==> src/include/disk_cmd_pkg.sv <==
package disk_cmd_pkg;

  // Register byte offsets
  localparam logic [7:0] CSR_OFS = 8'h00;
  localparam logic [7:0] PDR_OFS = 8'h04;
  localparam logic [7:0] DRIVE_OFS = 8'h08;
  localparam logic [7:0] POLICY_OFS = 8'h0C;

  // Command and status register fields
  localparam int LAUNCH_BIT = 0;
  localparam int FUNC_LSB = 1;
  localparam int DONE_BIT = 7;
  localparam int EXTMODE_BIT = 8;
  localparam int AVAIL_BIT = 9;
  localparam int SEEKREQ_BIT = 10;
  localparam int ERROR_BIT = 15;

  // Error and status word fields
  localparam int ECODE_LSB = 8;
  localparam int RETRY_FLAG_BIT = 5;
  localparam int SEEKDONE_BIT = 15;
  localparam int TRACK0_BIT = 14;

  // Drive status / control register fields
  localparam int DRV_SEEKDONE_BIT = 0;
  localparam int DRV_INDEX_BIT = 1;
  localparam int DRV_FMTDONE_BIT = 2;
  localparam int DRV_FAULT_BIT = 3;
  localparam int DRV_RETRIABLE_BIT = 4;
  localparam int DRV_FCODE_LSB = 8;

  // Function codes
  localparam logic [3:0] FN_SEEK = 4'h0;
  localparam logic [3:0] FN_FMT_FLOPPY = 4'h1;
  localparam logic [3:0] FN_WRITE_DIRECT = 4'h2;
  localparam logic [3:0] FN_READ_DIRECT = 4'h3;
  localparam logic [3:0] FN_WRITE_DELETED = 4'h6;
  localparam logic [3:0] FN_RESERVED = 4'hF;

  // Error codes
  localparam logic [5:0] EC_NONE = 6'h00;
  localparam logic [5:0] EC_ILLEGAL_CMD = 6'd28;
  localparam logic [5:0] EC_SEEK_FAIL = 6'd15;

  // Parameter word counts
  localparam logic [2:0] NPARAM_SEEK = 3'd3;
  localparam logic [2:0] NPARAM_FMT = 3'd4;
  localparam logic [2:0] NPARAM_RW = 3'd6;
  localparam logic [2:0] NPARAM_OTHER = 3'd1;

  // Reset values
  localparam logic [15:0] CSR_RESET = 16'h0180;
  localparam logic [3:0] RETRIES_RESET = 4'h3;

  // Step pulse timing
  localparam int STEP_NS = 3000;
  localparam int CLK_NS = 10;
  localparam int STEP_CYCLES = (STEP_NS + CLK_NS - 1) / CLK_NS;

  typedef enum logic [7:0] {
    ST_IDLE = 8'b0000_0001,
    ST_PARAM = 8'b0000_0010,
    ST_SEEK = 8'b0000_0100,
    ST_INDEX = 8'b0000_1000,
    ST_FORMAT = 8'b0001_0000,
    ST_STEP = 8'b0010_0000,
    ST_EXEC = 8'b0100_0000,
    ST_FINISH = 8'b1000_0000
  } state_t;

endpackage

==> src/rtl/param_store.sv <==
`timescale 1ns/10ps
// Small parameter word memory with registered read data
module param_store #(
  parameter int DEPTH = 8,
  parameter int WIDTH = 16
) (
  input wire logic ref_clk,
  input wire logic wrEn,
  input wire logic [$clog2(DEPTH)-1:0] wrAddr,
  input wire logic [WIDTH-1:0] wrData,
  input wire logic [$clog2(DEPTH)-1:0] rdAddr,
  output logic [WIDTH-1:0] rdData
);

  logic [WIDTH-1:0] mem [DEPTH];

  always_ff @(posedge ref_clk)
  begin
    if (wrEn)
    begin
      mem[wrAddr] <= wrData;
    end
    rdData <= mem[rdAddr];
  end

endmodule

==> src/rtl/step_timer.sv <==
`timescale 1ns/10ps
// One-shot timer: pulses done after LEN cycles from start
module step_timer #(
  parameter int LEN = 300
) (
  input wire logic ref_clk,
  input wire logic rst,
  input wire logic start,
  output logic done
);

  localparam int W = $clog2(LEN + 1);
  logic [W-1:0] count;
  logic running;

  always_ff @(posedge ref_clk or posedge rst)
  begin
    if (rst)
    begin
      count <= '0;
      running <= 1'b0;
      done <= 1'b0;
    end
    else
    begin
      done <= 1'b0;
      if (start)
      begin
        count <= W'(LEN - 1);
        running <= 1'b1;
      end
      else if (running)
      begin
        if (count == '0)
        begin
          running <= 1'b0;
          done <= 1'b1;
        end
        else
        begin
          count <= count - 1'b1;
        end
      end
    end
  end

endmodule

==> src/rtl/disk_ext_mode_cmd_dispatch.sv <==
`timescale 1ns/10ps
module disk_ext_mode_cmd_dispatch #(
  parameter int NPARAM = 8
) (
  input wire logic ref_clk,
  input wire logic rst,
  input wire logic psel,
  input wire logic penable,
  input wire logic pwrite,
  input wire logic [7:0] paddr,
  input wire logic [31:0] pwdata,
  output logic [31:0] prdata,
  output logic pready,
  output logic pslverr,
  input wire logic indexPin,
  input wire logic seekDonePin,
  input wire logic fmtDonePin,
  input wire logic faultPin,
  input wire logic retriablePin,
  output logic [15:0] seekCylinder,
  output logic [1:0] seekUnit,
  output logic seekStart,
  output logic stepPulse,
  output logic formatStart,
  output logic execStart,
  output logic [3:0] execFunc
);

  ////////////////////////////////////////////////////////////////////////////
  // Pin synchronisers, change counted when stages two and three agree
  logic [2:0] idxSync, sdSync, fdSync, ftSync, rtSync;
  logic idxLvl, sdLvl, fdLvl, ftLvl, rtLvl;
  logic idxPrev, sdPrev;

  always_ff @(posedge ref_clk or posedge rst)
  begin
    if (rst)
    begin
      idxSync <= 3'b000;
      sdSync <= 3'b000;
      fdSync <= 3'b000;
      ftSync <= 3'b000;
      rtSync <= 3'b000;
      idxLvl <= 1'b0;
      sdLvl <= 1'b0;
      fdLvl <= 1'b0;
      ftLvl <= 1'b0;
      rtLvl <= 1'b0;
      idxPrev <= 1'b0;
      sdPrev <= 1'b0;
    end
    else
    begin
      idxSync <= {idxSync[1:0], indexPin};
      sdSync <= {sdSync[1:0], seekDonePin};
      fdSync <= {fdSync[1:0], fmtDonePin};
      ftSync <= {ftSync[1:0], faultPin};
      rtSync <= {rtSync[1:0], retriablePin};
      if (idxSync[1] == idxSync[2]) idxLvl <= idxSync[2];
      if (sdSync[1] == sdSync[2]) sdLvl <= sdSync[2];
      if (fdSync[1] == fdSync[2]) fdLvl <= fdSync[2];
      if (ftSync[1] == ftSync[2]) ftLvl <= ftSync[2];
      if (rtSync[1] == rtSync[2]) rtLvl <= rtSync[2];
      idxPrev <= idxLvl;
      sdPrev <= sdLvl;
    end
  end

  wire indexRise = idxLvl & ~idxPrev;
  // One event per seek attempt, a lingering level is not seen twice
  wire seekDoneNow = sdLvl & ~sdPrev;

  ////////////////////////////////////////////////////////////////////////////
  // APB decode
  wire apbWrite = psel & penable & pwrite;
  wire apbRead = psel & penable & ~pwrite;
  wire hitCsr = (paddr == disk_cmd_pkg::CSR_OFS);
  wire hitPdr = (paddr == disk_cmd_pkg::PDR_OFS);
  wire hitDrv = (paddr == disk_cmd_pkg::DRIVE_OFS);
  wire hitPol = (paddr == disk_cmd_pkg::POLICY_OFS);
  wire hitAny = hitCsr | hitPdr | hitDrv | hitPol;

  assign pready = psel & penable;
  assign pslverr = psel & penable & ~hitAny;

  ////////////////////////////////////////////////////////////////////////////
  // State and registers
  disk_cmd_pkg::state_t state, next_state;
  logic doneFlag, errorFlag, extMode;
  logic [3:0] func;
  logic [15:0] statusWord;
  logic [5:0] errCode;
  logic retried;
  logic [3:0] retryLimit, retryCount;
  logic [2:0] paramIdx, paramNeed;
  logic [15:0] cylCount, curCyl;
  logic [1:0] rdSel;
  logic stepGo;
  logic [5:0] drvCode;

  wire launchWr = apbWrite & hitCsr & pwdata[disk_cmd_pkg::LAUNCH_BIT];
  wire [3:0] wrFunc = pwdata[disk_cmd_pkg::FUNC_LSB +: 4];
  wire pdrWr = apbWrite & hitPdr;
  wire idle = (state == disk_cmd_pkg::ST_IDLE);
  wire launchOk = launchWr & idle;
  wire illegal = (wrFunc == disk_cmd_pkg::FN_RESERVED);
  wire isSeekType = (wrFunc == disk_cmd_pkg::FN_SEEK);
  wire isFmt = (wrFunc == disk_cmd_pkg::FN_FMT_FLOPPY);
  wire isRw = (wrFunc == disk_cmd_pkg::FN_WRITE_DIRECT)
      | (wrFunc == disk_cmd_pkg::FN_READ_DIRECT)
      | (wrFunc == disk_cmd_pkg::FN_WRITE_DELETED);
  wire [2:0] needOfFunc = isSeekType ? disk_cmd_pkg::NPARAM_SEEK
      : isFmt ? disk_cmd_pkg::NPARAM_FMT
      : isRw ? disk_cmd_pkg::NPARAM_RW : disk_cmd_pkg::NPARAM_OTHER;

  // Parameter word memory
  logic [15:0] pRead;
  param_store #(
    .DEPTH(NPARAM),
    .WIDTH(16)
  ) u_params (
    .ref_clk(ref_clk),
    .wrEn(pdrWr & (state == disk_cmd_pkg::ST_PARAM)),
    .wrAddr(paramIdx),
    .wrData(pwdata[15:0]),
    .rdAddr(rdSel == 2'd0 ? 3'd0 : (rdSel == 2'd1 ? 3'd1 : 3'd2)),
    .rdData(pRead)
  );

  logic stepDone;
  step_timer #(
    .LEN(disk_cmd_pkg::STEP_CYCLES)
  ) u_step (
    .ref_clk(ref_clk),
    .rst(rst),
    .start(stepGo),
    .done(stepDone)
  );

  wire paramsIn = (paramIdx == paramNeed);
  wire opFault = ftLvl;
  // retry while policy allows and error is retriable
  wire canRetry = rtLvl & (retryCount != retryLimit);
  wire lastCyl = (cylCount <= 16'h0001);
  // Seek outcome judged at its done event, format and exec every cycle
  wire attemptEnd = (state == disk_cmd_pkg::ST_SEEK) ? seekDoneNow
      : (state == disk_cmd_pkg::ST_FORMAT) | (state == disk_cmd_pkg::ST_EXEC);
  wire retryNow = opFault & canRetry & attemptEnd;
  wire failNow = opFault & ~canRetry & attemptEnd;

  ////////////////////////////////////////////////////////////////////////////
  // Next state
  always_comb
  begin
    next_state = state;
    unique case (state)
      disk_cmd_pkg::ST_IDLE:
        if (launchOk) next_state = illegal ? disk_cmd_pkg::ST_FINISH : disk_cmd_pkg::ST_PARAM;
      disk_cmd_pkg::ST_PARAM:
        if (paramsIn)
          next_state = (func == disk_cmd_pkg::FN_SEEK || func == disk_cmd_pkg::FN_FMT_FLOPPY
              || func == disk_cmd_pkg::FN_WRITE_DIRECT || func == disk_cmd_pkg::FN_READ_DIRECT
              || func == disk_cmd_pkg::FN_WRITE_DELETED)
              ? disk_cmd_pkg::ST_SEEK : disk_cmd_pkg::ST_EXEC;
      disk_cmd_pkg::ST_SEEK:
        if (failNow) next_state = disk_cmd_pkg::ST_FINISH;
        else if (seekDoneNow & ~opFault)
          next_state = (func == disk_cmd_pkg::FN_FMT_FLOPPY) ? disk_cmd_pkg::ST_INDEX
              : (func == disk_cmd_pkg::FN_SEEK) ? disk_cmd_pkg::ST_FINISH : disk_cmd_pkg::ST_EXEC;
      disk_cmd_pkg::ST_INDEX:
        if (indexRise) next_state = disk_cmd_pkg::ST_FORMAT;
      disk_cmd_pkg::ST_FORMAT:
        if (opFault & ~canRetry) next_state = disk_cmd_pkg::ST_FINISH;
        else if (fdLvl & ~opFault)
          next_state = lastCyl ? disk_cmd_pkg::ST_FINISH : disk_cmd_pkg::ST_STEP;
      disk_cmd_pkg::ST_STEP:
        if (stepDone) next_state = disk_cmd_pkg::ST_INDEX;
      disk_cmd_pkg::ST_EXEC:
        if (opFault & ~canRetry) next_state = disk_cmd_pkg::ST_FINISH;
        else if (fdLvl & ~opFault) next_state = disk_cmd_pkg::ST_FINISH;
      disk_cmd_pkg::ST_FINISH:
        next_state = disk_cmd_pkg::ST_IDLE;
    endcase
  end

  ////////////////////////////////////////////////////////////////////////////
  // Sequencing registers
  always_ff @(posedge ref_clk or posedge rst)
  begin
    if (rst)
    begin
      state <= disk_cmd_pkg::ST_IDLE;
      func <= 4'h0;
      paramIdx <= 3'd0;
      paramNeed <= 3'd0;
      retryCount <= 4'h0;
      retried <= 1'b0;
      errCode <= disk_cmd_pkg::EC_NONE;
      cylCount <= 16'h0000;
      curCyl <= 16'h0000;
      rdSel <= 2'd0;
      stepGo <= 1'b0;
    end
    else
    begin
      state <= next_state;
      stepGo <= 1'b0;
      if (launchOk)
      begin
        func <= wrFunc;
        paramIdx <= 3'd0;
        paramNeed <= needOfFunc;
        retryCount <= 4'h0;
        retried <= 1'b0;
        errCode <= illegal ? disk_cmd_pkg::EC_ILLEGAL_CMD : disk_cmd_pkg::EC_NONE;
      end
      if (pdrWr && state == disk_cmd_pkg::ST_PARAM && !paramsIn)
      begin
        paramIdx <= paramIdx + 3'd1;
      end
      // load unit, cylinder and count words before seeking
      if (state == disk_cmd_pkg::ST_PARAM && next_state == disk_cmd_pkg::ST_SEEK)
      begin
        rdSel <= 2'd1;
      end
      if (state == disk_cmd_pkg::ST_SEEK && rdSel == 2'd1)
      begin
        rdSel <= 2'd2;
      end
      if (state == disk_cmd_pkg::ST_SEEK && rdSel == 2'd2)
      begin
        curCyl <= pRead;
        rdSel <= 2'd3;
      end
      if (state == disk_cmd_pkg::ST_SEEK && rdSel == 2'd3)
      begin
        cylCount <= pRead;
        rdSel <= 2'd0;
      end
      if (state == disk_cmd_pkg::ST_FORMAT && next_state == disk_cmd_pkg::ST_STEP)
      begin
        cylCount <= cylCount - 16'h0001;
        curCyl <= curCyl + 16'h0001;
        stepGo <= 1'b1;
      end
      // count a retry of the failing step
      if (retryNow)
      begin
        retryCount <= retryCount + 4'h1;
        retried <= 1'b1;
        // Reload the words and issue the seek again
        if (state == disk_cmd_pkg::ST_SEEK) rdSel <= 2'd1;
      end
      // failure always carries a nonzero code
      if (failNow)
      begin
        errCode <= (state == disk_cmd_pkg::ST_SEEK) ? disk_cmd_pkg::EC_SEEK_FAIL
            : drvCode;
      end
    end
  end

  ////////////////////////////////////////////////////////////////////////////
  // Software-visible registers
  always_ff @(posedge ref_clk or posedge rst)
  begin
    if (rst)
    begin
      doneFlag <= 1'b1;
      errorFlag <= 1'b0;
      extMode <= 1'b1;
      retryLimit <= disk_cmd_pkg::RETRIES_RESET;
      drvCode <= disk_cmd_pkg::EC_SEEK_FAIL;
      statusWord <= 16'h0000;
    end
    else
    begin
      if (apbWrite && hitPol)
      begin
        retryLimit <= pwdata[3:0];
        extMode <= pwdata[disk_cmd_pkg::EXTMODE_BIT];
        if (pwdata[disk_cmd_pkg::DRV_FCODE_LSB +: 6] != 6'h00)
          drvCode <= pwdata[disk_cmd_pkg::DRV_FCODE_LSB +: 6];
      end
      if (launchOk)
      begin
        doneFlag <= 1'b0;
        errorFlag <= 1'b0;
      end
      if (state == disk_cmd_pkg::ST_FINISH)
      begin
        doneFlag <= 1'b1;
        errorFlag <= (errCode != disk_cmd_pkg::EC_NONE);
        statusWord <= {(func == disk_cmd_pkg::FN_SEEK), (curCyl == 16'h0000), errCode,
            2'b00, retried, sdLvl, 2'b00, seekUnit};
      end
    end
  end

  ////////////////////////////////////////////////////////////////////////////
  // Read mux and drive outputs
  // availability reads the inverse of mode, seek request reads zero
  wire [15:0] csrView = {errorFlag, 4'h0, 1'b0, ~extMode, extMode, doneFlag, 2'b00, func, 1'b0};
  wire [15:0] drvView = {2'b00, errCode, 3'b000, rtLvl, ftLvl, fdLvl, idxLvl, sdLvl};
  wire [15:0] polView = {7'h00, extMode, 4'h0, retryLimit};
  wire [15:0] rdMux = hitCsr ? csrView : hitPdr ? statusWord : hitDrv ? drvView
      : hitPol ? polView : 16'h0000;

  always_ff @(posedge ref_clk or posedge rst)
  begin
    if (rst)
    begin
      prdata <= 32'h0000_0000;
      seekStart <= 1'b0;
      formatStart <= 1'b0;
      execStart <= 1'b0;
      execFunc <= 4'h0;
      seekUnit <= 2'b00;
      seekCylinder <= 16'h0000;
    end
    else
    begin
      if (psel && !penable && !pwrite) prdata <= {16'h0000, rdMux};
      // implied seek for format, direct read/write and write-deleted functions only, other non-seek functions except the reserved code go straight to exec
      seekStart <= (state == disk_cmd_pkg::ST_SEEK) && (rdSel == 2'd3);
      formatStart <= (state == disk_cmd_pkg::ST_INDEX) && indexRise;
      execStart <= (state != disk_cmd_pkg::ST_EXEC) && (next_state == disk_cmd_pkg::ST_EXEC);
      execFunc <= func;
      seekCylinder <= curCyl;
      if (state == disk_cmd_pkg::ST_SEEK && rdSel == 2'd1) seekUnit <= pRead[1:0];
    end
  end

  assign stepPulse = stepGo;

endmodule

==> config.mk <==
export PLATFORM = sky130hd
export DESIGN_NAME = disk_ext_mode_cmd_dispatch
export DESIGN_NICKNAME = d
export VERILOG_FILES = /design/src/include/disk_cmd_pkg.sv /design/src/rtl/param_store.sv /design/src/rtl/step_timer.sv /design/src/rtl/disk_ext_mode_cmd_dispatch.sv
export SDC_FILE = /design/constraint.sdc
export NUM_CORES = 1
export LEC_CHECK = 0
export BUFFER_PORTS_ARGS = -buffer_cell sky130_fd_sc_hd__buf_2
export CORE_ASPECT_RATIO = 0.8
export CORE_MARGIN = 1
export CORE_UTILIZATION = 45
export DETAILED_ROUTE_END_ITERATION = 8
export PLACE_DENSITY = 0.74
export SKIP_LAST_GASP = 1
export SYNTH_ARGS = -nofsm -noshare
export SYNTH_HDL_FRONTEND = slang
export SYNTH_SLANG_ARGS = --single-unit
==> constraint.sdc <==
create_clock -name ref_clk -period 4.79 [get_ports ref_clk]
set_input_delay 0.7185 -clock ref_clk [delete_from_list [all_inputs] [get_ports ref_clk]]
set_output_delay 0.7185 -clock ref_clk [all_outputs]
set_load 0.01 [all_outputs]
==> flow_summary.json <==
{
  "reg2regPathDepth": 6,
  "vdd_drop_max_v": 0.000225,
  "htree_num_levels": 1,
  "cts_buffer_depth": 3,
  "grt_overflow": 0,
  "whs_path_depth": 1,
  "rsz0062_at_grt": "false",
  "first_global_vias": 6551,
  "detailed_place_hpwl_um": 14400,
  "place_area_um2": 10400,
  "layout_commonest_cell": "dfrtp_1",
  "ys_async_sr_fraction_pct": 71.7,
  "worstPathCellList": "or3_1 > or4_4 > o21ai_4 > inv_4 > mux2_1 > o221a_1",
  "setup_slack_ps": 1630,
  "final_cell_mix": "153 x dfrtp_1, 81 x nand2_1, 76 x buf_2, 55 x nor2_1, 48 x edfxtp_1",
  "clock_skew_ps": 9.16,
  "utilization_pct": 52.1,
  "seq_area_frac_synth_pct": 59.1,
  "grt_first_pass_wirelength_um": 35200,
  "slowest_delay_ps": 580,
  "holdWs_ps": 313,
  "io_pins": 110,
  "cp_slowest_cell": "or4_4",
  "max_freq_mhz": 316,
  "drive_gt1_share_pct": 18.6,
  "worstPathRequired_ps": 5190,
  "drt_pass1_iterations": 5,
  "period_needed_ps": 3160,
  "routed_wl_um": 21500,
  "route.detailed.wl_per_inst_um": 17.6,
  "std_cell_rows": 48,
  "ctsResizeCount": 0,
  "worst_slew_pin_slew_ps": 1080,
  "crit_path_start_kind": "flop",
  "path_clk_slew_ps": 70,
  "synth-seq-cells": 226,
  "cts_made_buffers": 23,
  "worstSetupPathType": "flop to flop",
  "synth_area_leaders": "dfrtp_1 39%, edfxtp_1 15%, dfxtp_1 3.2%",
  "cts_hold_buffers": 0,
  "cts_tree": "yes",
  "status": "complete, no violations",
  "yosysTopAreaCellShare_pct": 38.8,
  "cap_viol_max_count": 0,
  "r2r_slack_ps": 1630,
  "vias": 6965,
  "crit_family": "simple AND/OR/NAND/NOR gates",
  "timing.final.crit_share_pct": 66.0,
  "yosysUniqueCellTypes": 87,
  "drt_iter0_drc": 858,
  "insertion_delay_ps": 510,
  "crit_cells": 6,
  "area_growth_pct": 13.6,
  "yosys_warnings": 0,
  "clock_sinks": 226,
  "grt_max_degree": 163,
  "antenna_found_initial": 2,
  "vias_per_cell": 5.70,
  "syn_area_per_cell_um2": 11.4,
  "post_cts_buffers": 0,
  "final_cell_area_um2": 11200,
  "syn_area_um2": 9860,
  "cts-root-buf": "clkbuf_16",
  "fin_setup_tns_ps": 0,
  "synth_top_flop_cell": "dfrtp_1",
  "finalHoldViolations": 0,
  "nets": 987,
  "die-area_um2": 22500,
  "cp.arrival_ps": 3560,
  "crit_path_end_kind": "flop",
  "drtAntennaViolNets": 0,
  "relSlewSlack_pct": 27.9,
  "buffer_ports.inserted": 76,
  "path_buf_inv": 1,
  "dpl_worst_slack_ps": 1680,
  "yosys.area.top_type": "dfrtp_1",
  "grt_usage_pct": 19.5,
  "cp_max_fo": 43,
  "initial_core_util_pct": 45.8,
  "core_um2": 21500,
  "die_h_um": 134,
  "fillers": 1861,
  "die_w_um": 167,
  "synth_edf_count": 48,
  "drc": 0,
  "hold_path.class": "input pin to flop",
  "pwr_density_cell_nw_per_um2": 349,
  "syn_inst": 863,
  "gp_congestion": 0.937,
  "finalSetupViolCount": 0,
  "power.leakage_nw": 4.88,
  "drv_slew": 0
}
[layout make-up]
cell class | count | area (um2) | share of cell area [%]
clock inverters | 13 | 150 | 1.34
diodes | 1 | 2.50 | 0.0224
flip-flops and latches | 226 | 5830 | 52.1
inverters | 22 | 88.8 | 0.794
repair buffers | 83 | 445 | 3.98
well taps | 275 | 344 | 3.07
clock buffers | 29 | 618 | 5.52
multi-input cells | 574 | 3720 | 33.2
[metal layers]
| layer | track usage, % | share of wire [%] |
|---|---|---|
| met1 | 29.4 | 48 |
| met2 | 29.1 | 44 |
| met3 | 3.51 | 6.5 |
| met4 | 4.84 | 1.9 |
| met5 | 0 | 0.065 |
[path summary, 6_finish.rpt]
check	startpoint	end
worst max-delay path	cylCount[8]$_DFFE_PP0P_	cylCount[13]$_DFFE_PP0P_
worst min-delay path	indexPin	idxSync[0]$_DFF_PP0_
worst max register to register	cylCount[8]$_DFFE_PP0P_	cylCount[13]$_DFFE_PP0P_
worst min register to register	ftSync[0]$_DFF_PP0_	ftSync[1]$_DFF_PP0_
max in group asynchronous	rst	seekCylinder[8]$_DFF_PP0_
min in group asynchronous	rst	sdLvl$_DFFE_PP0N_
[per-stage QoR]
| step | total power, mW | cells |
|---|---|---|
| floorplan | 2.09 | 879 |
| CTS | 3.94 | 1222 |
| global route | 4.02 | 1222 |
| finish | 3.91 | 1223 |
| global placement | 2.13 | 1180 |
| detailed placement | 2.13 | 1180 |
[cell families (layout without fill, tap and decap cells)]
group,after synthesis,after routing,synth area share (%)
and+or+nand+nor,316,316,17.0
other,1,18,0.0380
adders and majority gates,13,13,1.50
xor gates and xnor gates,16,16,1.42
DFF,226,226,59.1
AOI/OAI and AO/OA,155,155,10.8
buffers and inverters,79,147,3.88
muxes,57,57,6.27
[flip-flops by register name, indices dropped and copies added, names as in the netlist, 4 cells and up]
name             count
u_params.mem        48
cylCount            16
statusWord          12
prdata              15
u_step.count         9
curCyl              16
func                 4
drvCode              6
retryLimit           4
execFunc             4
retryCount           4
errCode              6
seekCylinder        16
u_params.rdData     16
state                8
[cell usage after synthesis (8+ instances only)]
library cell  number
clkbuf_1          29
a31oi_1            8
nor2_1            55
and3_1            10
o211ai_1          10
o21ai_0           42
dfstp_2            9
nand2_1           81
edfxtp_1          48
nor3_1            41
a21oi_1           23
mux2_2            26
or3_1              8
nor4_1            10
nor2b_1            9
dfxtp_1           16
xor2_1             9
nand3_1           30
mux2i_1           28
nand4_1           15
dfrtp_1          153
buf_4             18
inv_1             20
[where the power goes]
| part | internal (mW) | switching (mW) |
|---|---|---|
| Clock | 1.08 | 0.734 |
| Combinational | 0.0296 | 0.0680 |
| Sequential | 1.98 | 0.0171 |
| Total | 3.09 | 0.819 |
[worst register-to-register path, cell delays in order, from the launching register on]
cell	delay, ps
dfrtp_1	460
or3_1	410
or4_4	580
o21ai_4	580
inv_4	370
mux2_1	440
o221a_1	220
Power figures use the tool's default switching activity.
